==> config.mk <==
export PLATFORM = sky130hd
export DESIGN_NAME = phy_vendor_regs
export DESIGN_NICKNAME = d
export VERILOG_FILES = /design/src/design/phy_vendor_pkg.sv /design/src/design/energy_window.sv /design/src/design/phy_vendor_regs.sv
export SDC_FILE = /design/constraint.sdc
export NUM_CORES = 1
export LEC_CHECK = 0
export BUFFER_PORTS_ARGS = -buffer_cell sky130_fd_sc_hd__buf_2
export CELL_PAD_IN_SITES_DETAIL_PLACEMENT = 1
export CELL_PAD_IN_SITES_GLOBAL_PLACEMENT = 2
export CORE_ASPECT_RATIO = 0.7
export CORE_MARGIN = 2
export CORE_UTILIZATION = 32
export CTS_BUF_LIST = sky130_fd_sc_hd__clkbuf_2 sky130_fd_sc_hd__clkbuf_4 sky130_fd_sc_hd__clkbuf_8
export CTS_CLUSTER_SIZE = 20
export DETAILED_ROUTE_END_ITERATION = 16
export PLACE_DENSITY = 0.8
export REMOVE_ABC_BUFFERS = 1
export SYNTH_ARGS = -nofsm -noshare
export SYNTH_HDL_FRONTEND = slang
export SYNTH_SLANG_ARGS = --single-unit
export TNS_END_PERCENT = 10
==> constraint.sdc <==
create_clock -name sys_clk -period 1.9 [get_ports sys_clk]
set_input_delay 0.19 -clock sys_clk [delete_from_list [all_inputs] [get_ports sys_clk]]
set_output_delay 0.19 -clock sys_clk [all_outputs]
set_load 0.03 [all_outputs]
==> src/design/phy_vendor_pkg.sv <==
// Purpose: Shared constants and types for the PHY vendor mode and interrupt register bank
// Assumes: 16-bit management registers reached by a 5-bit index
// Notes: Every offset, field position, reset value and timing count lives here
`default_nettype none
package phy_vendor_pkg;

    // Register indices
    localparam logic [4:0] IDX_ENERGY_MODE = 5'h11;
    localparam logic [4:0] IDX_STRAP_MODE = 5'h12;
    localparam logic [4:0] IDX_SPECIAL_CTRL = 5'h1B;
    localparam logic [4:0] IDX_IRQ_SOURCE = 5'h1D;
    localparam logic [4:0] IDX_IRQ_MASK = 5'h1E;

    // Field positions
    localparam int EDPD_BIT = 13;
    localparam int ENERGY_BIT = 1;
    localparam int MODE_LSB = 5;
    localparam int PLL_FORCE_BIT = 10;
    localparam int POLARITY_BIT = 4;
    localparam int IRQ_ENERGY_BIT = 7;
    localparam int IRQ_AN_DONE_BIT = 6;
    localparam int IRQ_RFAULT_BIT = 5;
    localparam int IRQ_LINK_BIT = 4;
    localparam int IRQ_ACK_BIT = 3;
    localparam int IRQ_PDF_BIT = 2;
    localparam int IRQ_PAGE_BIT = 1;

    // Reset values and fixed read patterns
    localparam logic [4:0] PHY_ADDR_RESET = 5'h01;
    localparam logic [3:0] SPECIAL_LOW_BITS = 4'hB;
    localparam logic [7:0] IRQ_RESET = 8'h00;
    localparam logic [15:0] ZERO_WORD = 16'h0000;

    // Mode codes
    localparam logic [2:0] MODE_10_HALF = 3'h0;
    localparam logic [2:0] MODE_10_FULL = 3'h1;
    localparam logic [2:0] MODE_100_HALF = 3'h2;
    localparam logic [2:0] MODE_100_FULL = 3'h3;
    localparam logic [2:0] MODE_AN_100_HALF = 3'h4;
    localparam logic [2:0] MODE_REPEATER = 3'h5;
    localparam logic [2:0] MODE_RESERVED = 3'h6;
    localparam logic [2:0] MODE_ALL_CAPABLE = 3'h7;

    // Energy window: time as printed, cycle count derived from the 200 MHz clock
    localparam int CLK_KHZ = 200000;
    localparam int ENERGY_WINDOW_MS = 256;
    localparam int ENERGY_WINDOW_CYCLES = ENERGY_WINDOW_MS * CLK_KHZ;
    localparam int ENERGY_CNT_W = 26;

    // Auto-negotiation events, one-cycle pulses from logic on this clock
    typedef struct packed {
        logic done;
        logic remote_fault;
        logic partner_ack;
        logic parallel_fault;
        logic page_received;
    } an_events_t;

    // Default configuration that the selected mode hands to the rest of the PHY
    typedef struct packed {
        logic [3:0] ctrl_defaults;   // Control reg bits [13,12,10,8]
        logic [3:0] advert_defaults; // Advertisement bits [8,7,6,5]
        logic autoneg_en;
        logic crs_on_tx;
        logic repeater;
        logic full_duplex;
    } mode_cfg_t;

    // Management register request
    typedef struct packed {
        logic rd;
        logic wr;
        logic [4:0] index;
        logic [15:0] wdata;
    } mgmt_req_t;

endpackage
`default_nettype wire

==> src/design/energy_window.sv <==
// Purpose: Energy-present indicator with a no-energy timeout window
// Assumes: energy_seen is already synchronised to sys_clk
// Notes: Only the hardware reset touches this state, so it survives a soft reset
`default_nettype none
module energy_window #(
    parameter int WINDOW_CYCLES = phy_vendor_pkg::ENERGY_WINDOW_CYCLES
) (
    // Clock and reset
    input wire logic sys_clk,
    input wire logic rst_n,
    input wire logic clk_en,
    // Line energy
    input wire logic energy_seen,
    output logic energy_present,
    output logic energy_rise
);
    import phy_vendor_pkg::*;

    localparam logic [ENERGY_CNT_W-1:0] LAST_CNT = ENERGY_CNT_W'(WINDOW_CYCLES - 1);

    logic [ENERGY_CNT_W-1:0] quiet_cnt;

    // Count cycles without energy; any energy restarts the window
    always_ff @(posedge sys_clk or negedge rst_n)
    begin
        if (!rst_n)
            quiet_cnt <= '0;
        else if (clk_en)
        begin
            if (energy_seen)
                quiet_cnt <= '0;
            else if (quiet_cnt != LAST_CNT)
                quiet_cnt <= quiet_cnt + ENERGY_CNT_W'(1);
        end
    end

    // Indicator is one out of hardware reset and falls after a full quiet window
    always_ff @(posedge sys_clk or negedge rst_n)
    begin
        if (!rst_n)
            energy_present <= 1'b1;
        else if (clk_en)
        begin
            if (energy_seen)
                energy_present <= 1'b1;
            else if (quiet_cnt == LAST_CNT)
                energy_present <= 1'b0;
        end
    end

    // One-cycle pulse when energy returns after having been absent
    always_ff @(posedge sys_clk or negedge rst_n)
    begin
        if (!rst_n)
            energy_rise <= 1'b0;
        else if (clk_en)
            energy_rise <= energy_seen && !energy_present;
    end

endmodule
`default_nettype wire

==> src/design/phy_vendor_regs.sv <==
// Purpose: Vendor mode, energy, special control and interrupt registers of a 10/100 PHY
// Assumes: Management port runs on sys_clk; line indications arrive asynchronously
// Notes: Reads answer one cycle after the strobe; soft reset spares the kept fields
//
// Overview of operation
// - Bit 13 enables energy-detect power-down, resets zero
// - Energy-present falls after 256 ms without energy
// - Energy-present set by hardware reset, kept on soft
// - Mode in bits 7:5, address 4:0 default 1
// - Modes 000/001: 10 Mb half/full, no autoneg
// - Modes 010/011: 100 Mb half/full, CRS per duplex
// - Mode 100: autoneg, advertise 100 half only
// - Mode 101: repeater, CRS only on receive
// - Mode 111: autoneg advertising all abilities
// - Bit 10 forces 10 Mb receive PLL to reference
// - Bit 4 reports 10BASE-T receive polarity reversed
// - Special bits 3:0 read 1011, ignore writes
// - Source flags for energy, autoneg, fault, ack, pages
// - Link-lost flag; all flags latch high until read
// - Mask bits 7:0 enable sources, default zero
`default_nettype none
module phy_vendor_regs #(
    parameter int ENERGY_WINDOW = phy_vendor_pkg::ENERGY_WINDOW_CYCLES
) (
    // Clock, reset and enable
    input wire logic sys_clk,
    input wire logic rst_n,
    input wire logic clk_en,
    input wire logic soft_rst,
    // Management register port
    input wire phy_vendor_pkg::mgmt_req_t mgmt_req,
    output logic [15:0] reg_rdata,
    output logic reg_rd_valid,
    // Management frame address match
    input wire logic [4:0] frame_phy_address,
    output logic phy_address_match,
    // Strap and line indications
    input wire logic [2:0] mode_strap,
    input wire logic line_energy,
    input wire logic line_polarity_reversed,
    // Link and auto-negotiation events from this clock
    input wire logic link_status,
    input wire phy_vendor_pkg::an_events_t an_events,
    // Configuration and status outputs
    output phy_vendor_pkg::mode_cfg_t mode_cfg,
    output logic [2:0] op_mode,
    output logic [4:0] mgmt_phy_address,
    output logic energy_detect_powerdown_en,
    output logic energy_present,
    output logic rx_pll_force_reference,
    output logic phy_irq
);
    import phy_vendor_pkg::*;

    // Strap capture sequence
    typedef enum logic [1:0] {
        ST_STRAP = 2'b01,
        ST_RUN = 2'b10
    } boot_state_t;

    boot_state_t boot_state;
    logic [2:0] energy_sync;
    logic [2:0] polarity_sync;
    logic energy_seen;
    logic rx_polarity_reversed;
    logic energy_rise;
    logic link_prev;
    logic [7:0] irq_flags;
    logic [7:0] irq_mask;
    logic [7:0] next_irq_flags;
    logic [7:0] irq_events;
    logic [15:0] next_rdata;
    logic wr_en;
    logic rd_en;

    // Default configuration that a mode code selects
    function automatic mode_cfg_t decode_mode(input logic [2:0] code);
        mode_cfg_t cfg;
        cfg = '0;
        unique case (code)
            MODE_10_HALF:
                cfg.ctrl_defaults = 4'h0;
            MODE_10_FULL:
            begin
                cfg.ctrl_defaults = 4'h1;
                cfg.full_duplex = 1'b1;
            end
            MODE_100_HALF:
            begin
                cfg.ctrl_defaults = 4'h8;
                cfg.crs_on_tx = 1'b1;
            end
            MODE_100_FULL:
            begin
                cfg.ctrl_defaults = 4'h9;
                cfg.full_duplex = 1'b1;
            end
            MODE_AN_100_HALF:
            begin
                cfg.ctrl_defaults = 4'hC;
                cfg.advert_defaults = 4'h4;
                cfg.autoneg_en = 1'b1;
                cfg.crs_on_tx = 1'b1;
            end
            MODE_REPEATER:
            begin
                cfg.ctrl_defaults = 4'hC;
                cfg.advert_defaults = 4'h4;
                cfg.autoneg_en = 1'b1;
                cfg.repeater = 1'b1;
            end
            MODE_ALL_CAPABLE:
            begin
                cfg.ctrl_defaults = 4'h4;
                cfg.advert_defaults = 4'hF;
                cfg.autoneg_en = 1'b1;
                cfg.full_duplex = 1'b1;
            end
            default:
                cfg = '0; // Reserved code gives an inert configuration
        endcase
        return cfg;
    endfunction

    // Register access is frozen together with everything else
    assign wr_en = clk_en && mgmt_req.wr;
    assign rd_en = clk_en && mgmt_req.rd;

    // Line inputs pass three flops; a change counts once the last two agree
    always_ff @(posedge sys_clk or negedge rst_n)
    begin
        if (!rst_n)
            {energy_sync, polarity_sync} <= 6'h00;
        else if (clk_en)
        begin
            energy_sync <= {energy_sync[1:0], line_energy};
            polarity_sync <= {polarity_sync[1:0], line_polarity_reversed};
        end
    end

    // Filtered levels hold their value while the last two stages disagree
    always_ff @(posedge sys_clk or negedge rst_n)
    begin
        if (!rst_n)
            {energy_seen, rx_polarity_reversed} <= 2'b00;
        else if (clk_en)
        begin
            if (energy_sync[1] == energy_sync[2])
                energy_seen <= energy_sync[2];
            if (polarity_sync[1] == polarity_sync[2])
                rx_polarity_reversed <= polarity_sync[2];
        end
    end

    // Energy indicator and its no-energy window
    energy_window #(
        .WINDOW_CYCLES(ENERGY_WINDOW)
    ) u_energy (
        .sys_clk(sys_clk),
        .rst_n(rst_n),
        .clk_en(clk_en),
        .energy_seen(energy_seen),
        .energy_present(energy_present),
        .energy_rise(energy_rise)
    );

    // Mode strap is sampled on the first enabled edge after reset release
    always_ff @(posedge sys_clk or negedge rst_n)
    begin
        if (!rst_n)
            boot_state <= ST_STRAP;
        else if (clk_en)
        begin
            unique case (boot_state)
                ST_STRAP, ST_RUN:
                    boot_state <= ST_RUN;
                default:
                    boot_state <= ST_STRAP;
            endcase
        end
    end

    // Mode and address survive a soft reset
    always_ff @(posedge sys_clk or negedge rst_n)
    begin
        if (!rst_n)
            {op_mode, mgmt_phy_address} <= {MODE_10_HALF, PHY_ADDR_RESET};
        else if (clk_en)
        begin
            if (boot_state == ST_STRAP)
                op_mode <= mode_strap;
            else if (wr_en && mgmt_req.index == IDX_STRAP_MODE)
            begin
                op_mode <= mgmt_req.wdata[MODE_LSB +: 3];
                mgmt_phy_address <= mgmt_req.wdata[4:0];
            end
        end
    end

    // Registered decode keeps the configuration on flops
    always_ff @(posedge sys_clk or negedge rst_n)
    begin
        if (!rst_n)
            mode_cfg <= '0;
        else if (clk_en)
            mode_cfg <= decode_mode(op_mode);
    end

    // Address comparison with the frame under decode
    always_ff @(posedge sys_clk or negedge rst_n)
    begin
        if (!rst_n)
            phy_address_match <= 1'b0;
        else if (clk_en)
            phy_address_match <= (frame_phy_address == mgmt_phy_address);
    end

    // PLL force is kept over a soft reset
    always_ff @(posedge sys_clk or negedge rst_n)
    begin
        if (!rst_n)
            rx_pll_force_reference <= 1'b0;
        else if (wr_en && mgmt_req.index == IDX_SPECIAL_CTRL)
            rx_pll_force_reference <= mgmt_req.wdata[PLL_FORCE_BIT];
    end

    // Power-down enable and mask return to defaults on soft reset
    always_ff @(posedge sys_clk or negedge rst_n)
    begin
        if (!rst_n)
            {energy_detect_powerdown_en, irq_mask} <= {1'b0, IRQ_RESET};
        else if (clk_en)
        begin
            if (soft_rst)
                {energy_detect_powerdown_en, irq_mask} <= {1'b0, IRQ_RESET};
            else if (wr_en && mgmt_req.index == IDX_ENERGY_MODE)
                energy_detect_powerdown_en <= mgmt_req.wdata[EDPD_BIT];
            else if (wr_en && mgmt_req.index == IDX_IRQ_MASK)
                irq_mask <= mgmt_req.wdata[7:0];
        end
    end

    // Link-down edge; link_status is produced on this clock so needs no sync
    always_ff @(posedge sys_clk or negedge rst_n)
    begin
        if (!rst_n)
            link_prev <= 1'b0;
        else if (clk_en)
            link_prev <= link_status;
    end

    // Source events gathered into flag positions
    always_comb
    begin
        irq_events = 8'h00;
        irq_events[IRQ_ENERGY_BIT] = energy_rise;
        irq_events[IRQ_AN_DONE_BIT] = an_events.done;
        irq_events[IRQ_RFAULT_BIT] = an_events.remote_fault;
        irq_events[IRQ_LINK_BIT] = link_prev && !link_status;
        irq_events[IRQ_ACK_BIT] = an_events.partner_ack;
        irq_events[IRQ_PDF_BIT] = an_events.parallel_fault;
        irq_events[IRQ_PAGE_BIT] = an_events.page_received;
    end

    // Reading the source register clears it, but an event in that cycle still lands
    always_comb
    begin
        next_irq_flags = irq_flags;
        if (rd_en && mgmt_req.index == IDX_IRQ_SOURCE)
            next_irq_flags = IRQ_RESET;
        next_irq_flags = next_irq_flags | irq_events;
    end

    // Latched flags; soft reset clears them, keeping only events of that cycle
    always_ff @(posedge sys_clk or negedge rst_n)
    begin
        if (!rst_n)
            irq_flags <= IRQ_RESET;
        else if (clk_en)
        begin
            if (soft_rst)
                irq_flags <= irq_events;
            else
                irq_flags <= next_irq_flags;
        end
    end

    // Request level from the flags that will stand after this edge
    always_ff @(posedge sys_clk or negedge rst_n)
    begin
        if (!rst_n)
            phy_irq <= 1'b0;
        else if (clk_en)
            phy_irq <= !soft_rst && |(next_irq_flags & irq_mask);
    end

    // Read multiplexer; reserved bits and unmapped indices read zero
    always_comb
    begin
        next_rdata = ZERO_WORD;
        unique case (mgmt_req.index)
            IDX_ENERGY_MODE:
            begin
                next_rdata[EDPD_BIT] = energy_detect_powerdown_en;
                next_rdata[ENERGY_BIT] = energy_present;
            end
            IDX_STRAP_MODE:
            begin
                next_rdata[MODE_LSB +: 3] = op_mode;
                next_rdata[4:0] = mgmt_phy_address;
            end
            IDX_SPECIAL_CTRL:
            begin
                next_rdata[PLL_FORCE_BIT] = rx_pll_force_reference;
                next_rdata[POLARITY_BIT] = rx_polarity_reversed;
                next_rdata[3:0] = SPECIAL_LOW_BITS;
            end
            IDX_IRQ_SOURCE:
                next_rdata[7:0] = irq_flags;
            IDX_IRQ_MASK:
                next_rdata[7:0] = irq_mask;
            default:
                next_rdata = ZERO_WORD;
        endcase
    end

    // Read answer one cycle after the strobe; data holds until the next read
    always_ff @(posedge sys_clk or negedge rst_n)
    begin
        if (!rst_n)
            {reg_rdata, reg_rd_valid} <= {ZERO_WORD, 1'b0};
        else if (clk_en)
        begin
            reg_rd_valid <= mgmt_req.rd;
            if (mgmt_req.rd)
                reg_rdata <= next_rdata;
        end
    end

endmodule
`default_nettype wire

==> flow_summary.json <==
{
  "critical_path_cell_list": "ha_1 -> nand4_1 -> nor3_1 -> and2_4 -> or4_2 -> mux2i_1",
  "ports": 85,
  "fp.dieW_um": 143,
  "globalRoute.totalOverflow": 0,
  "final_layout_size_suffix_gt1_share_pct": 29.9,
  "critical_path_slowest_stage_cell": "or4_2",
  "cts_buffers": 9,
  "clock_tree.buffer_depth": 2,
  "area_growth_syn_to_fin_pct": 24.2,
  "initial_utilization_pct": 32.9,
  "clk_pin_slew_worst_paths_ns": 0.09,
  "design.final.nets": 576,
  "firstDrtPassIters": 4,
  "maxCapViolations": 0,
  "place_worst_setup_slack_ns": -0.135,
  "final-setup-viol-count": 4,
  "finalHoldViolCount": 0,
  "largest_area_contributor_in_the_synthesized_netlist": "dfrtp_1",
  "setup.worst_path.end_class": "flip-flop",
  "power_density_mw_per_mm2": 996,
  "synthMostInstantiatedCell": "dfrtp_1",
  "synth_flop_cell": "dfrtp_1",
  "slew_violations": 0,
  "io_buffers": 71,
  "arrival_ns": 2.17,
  "gr-usage-all-layers_pct": 19.3,
  "wire_length_of_the_first_global_routing_pass_um": 21600,
  "yosys_warnings": 0,
  "worstHoldPathType": "in -> reg",
  "postLayoutCellArea_mm2": 0.00539,
  "worst_pin_slew_ns": 0.507,
  "wire_per_inst_um": 18.6,
  "post-route-drc-count": 0,
  "final.hold.worst_slack_ns": 0.0479,
  "first_iteration_detailed_routing_drc_count": 210,
  "vias_per_cell": 5.18,
  "failed_checks": "negative setup slack",
  "diodes_inserted": 0,
  "synth.top_cell.area_share_pct": 47.9,
  "final_critical_path_required_period_ns": 1.93,
  "max-vdd-ir-drop_uv": 491,
  "synth.yosys.seq_area_share_pct": 49.7,
  "layout_worst_path_cycle_share_pct": 102,
  "worst_setup_path_start_kind": "flip-flop",
  "fp.dieH_um": 101,
  "slowest_delay_ns": 0.59,
  "count_of_non_filler_cells_in_the_finished_layout": 721,
  "synth-seq-cells": 86,
  "achievable-frequency_mhz": 518,
  "design.die.area_mm2": 0.0145,
  "worstPathBufferInverterCount": 0,
  "status": "finished, violations left",
  "final.setup_skew_ns": 0.00705,
  "largest_net_degree_at_the_start_of_global_routing": 41,
  "cts_tree": "yes",
  "timing_worst_setup_path_type": "reg -> reg",
  "synth-edff-count": 0,
  "synth.cell_area_mm2": 0.00434,
  "critical_path_peak_fanout": 4,
  "synth_area_per_cell_um2": 10.0,
  "post-place-cells": 703,
  "critPathTopFamily": "simple AND/OR/NAND/NOR gates",
  "first_global_vias": 3799,
  "yosys-top-cells-area": "dfrtp_1, a22o_1, nand2_1",
  "via_count": 3734,
  "synth_cells": 433,
  "placementRows": 35,
  "cts_htree_levels": 3,
  "initial_antenna_violation_count": 0,
  "gp_congestion": 0.940,
  "wl_um": 13400,
  "worstPathRequired_ns": 2.14,
  "leakage_power_nw": 2.45,
  "n_fill_cell": 1515,
  "setup_ws_ns": -0.0299,
  "clkLatencyLatePin_ns": 0.35,
  "post_synth_most_frequent_cells": "dfrtp_1, nand2_1, nor2_1",
  "clock_sinks": 86,
  "detailedPlacementHpwl_um": 10200,
  "power_mw": 5.36,
  "drt.antenna.violating_nets": 0,
  "design.core.area_mm2": 0.0132,
  "setup_repair_after_global_routing_missed_its_margin": "true",
  "synth_async_sr_flop_share_pct": 100,
  "ctsRootBufferMaster": "clkbuf_8",
  "synth_cell_types": 60,
  "placement.cell_area_mm2": 0.00509,
  "timing.max_slew.rel_slack_pct": 66.0
}
==> layout by cell type (no fill, tap or decap), types with 8 or more instances in the layout <==
| cell | synthesis | routed |
|---|---|---|
| o22ai_1 | 9 | 9 |
| nand4_1 | 8 | 8 |
| buf_4 | 11 | 40 |
| xnor2_1 | 18 | 18 |
| a22o_1 | 20 | 20 |
| nand2_1 | 42 | 42 |
| clkbuf_8 | 0 | 9 |
| dfrtp_1 | 83 | 83 |
| nor2_1 | 32 | 32 |
| a22oi_1 | 10 | 10 |
| o21ai_0 | 18 | 18 |
| mux2_2 | 9 | 9 |
| inv_1 | 23 | 23 |
| a21oi_1 | 13 | 13 |
| buf_2 | 2 | 70 |
| nor3_1 | 18 | 14 |
==> worst reg2reg max path, stage by stage (launching register included) <==
cell and delay [ns]:
dfrtp_1 0.41, ha_1 0.23, nand4_1 0.19, nor3_1 0.10, and2_4 0.15, or4_2 0.59, mux2i_1 0.15
==> area by class of cell <==
type	count	area, um^2	share of cell area [%]
multi-input combinational	299	2010	37.4
inverter	23	86.3	1.60
tap	185	231	4.30
timing repair buffer	112	681	12.6
clock buffer	10	131	2.44
sequential	86	2160	40.0
clock inverter	6	86.3	1.60
==> through the flow <==
step                setup TNS (ns)  utilization (%)
floorplan                    -1.04                -
global placement            -0.259             38.6
detailed placement          -0.672             38.6
CTS                        -0.0788             40.5
global route                -0.787             40.9
finish                     -0.0534             40.9
==> flip-flops by register name, summed over array words and instances (netlist names), 2 cells and up <==
name,count
op_mode,3
boot_state,2
reg_rdata,10
mode_cfg,8
energy_sync,3
irq_flags,8
mgmt_phy_address,5
irq_mask,8
polarity_sync,3
u_energy.quiet_cnt,26
==> logic make-up after synthesis <==
family          share of synthesized area, %
simple gates                            18.4
compound gates                          17.6
flops                                   49.7
buf+inv                                 5.74
xor+xnor                                4.65
mux                                     3.26
fa+ha+maj                              0.577
other cells                           0.0865
==> power breakdown <==
group / internal, mW / switching, mW
registers: 2.12 / 0.316
logic: 0.563 / 0.946
clock network: 0.753 / 0.662
total: 3.44 / 1.92
==> routing by layer <==
layer  part of all wire [%]  vias to the layer above  GRT usage, %
met5                      0                        -             0
met4                   0.85                        0          4.27
met3                    5.8                       11          5.06
met2                     41                      100          26.6
met1                     53                     1867          30.1
li1                       -                     1756             -
==> final timing paths <==
kind | startpoint | end | slack, ns | cells after the start
worst max-delay path | u_energy.quiet_cnt[1] | u_energy.quiet_cnt[9] | -0.03 | 6
worst min-delay path | mgmt_req[0] | mgmt_phy_address[0] | 0.05 | 3
worst max register to register | u_energy.quiet_cnt[1] | u_energy.quiet_cnt[9] | -0.03 | 6
worst min register to register | reg_rd_valid | reg_rd_valid | 0.50 | 1
max in group asynchronous | rst_n | boot_state[0] | 0.96 | 3
min in group asynchronous | rst_n | reg_rdata[2] | 0.32 | 2
==> what timing repair did <==
action,CTS,global route
endpoints found under the setup margin,7,19
gates resized for setup,3,8
endpoints found under the hold margin,27,0
hold buffers,1,0
pin swaps,1,3
buffers inserted,0,1
Power figures use the tool's default switching activity.
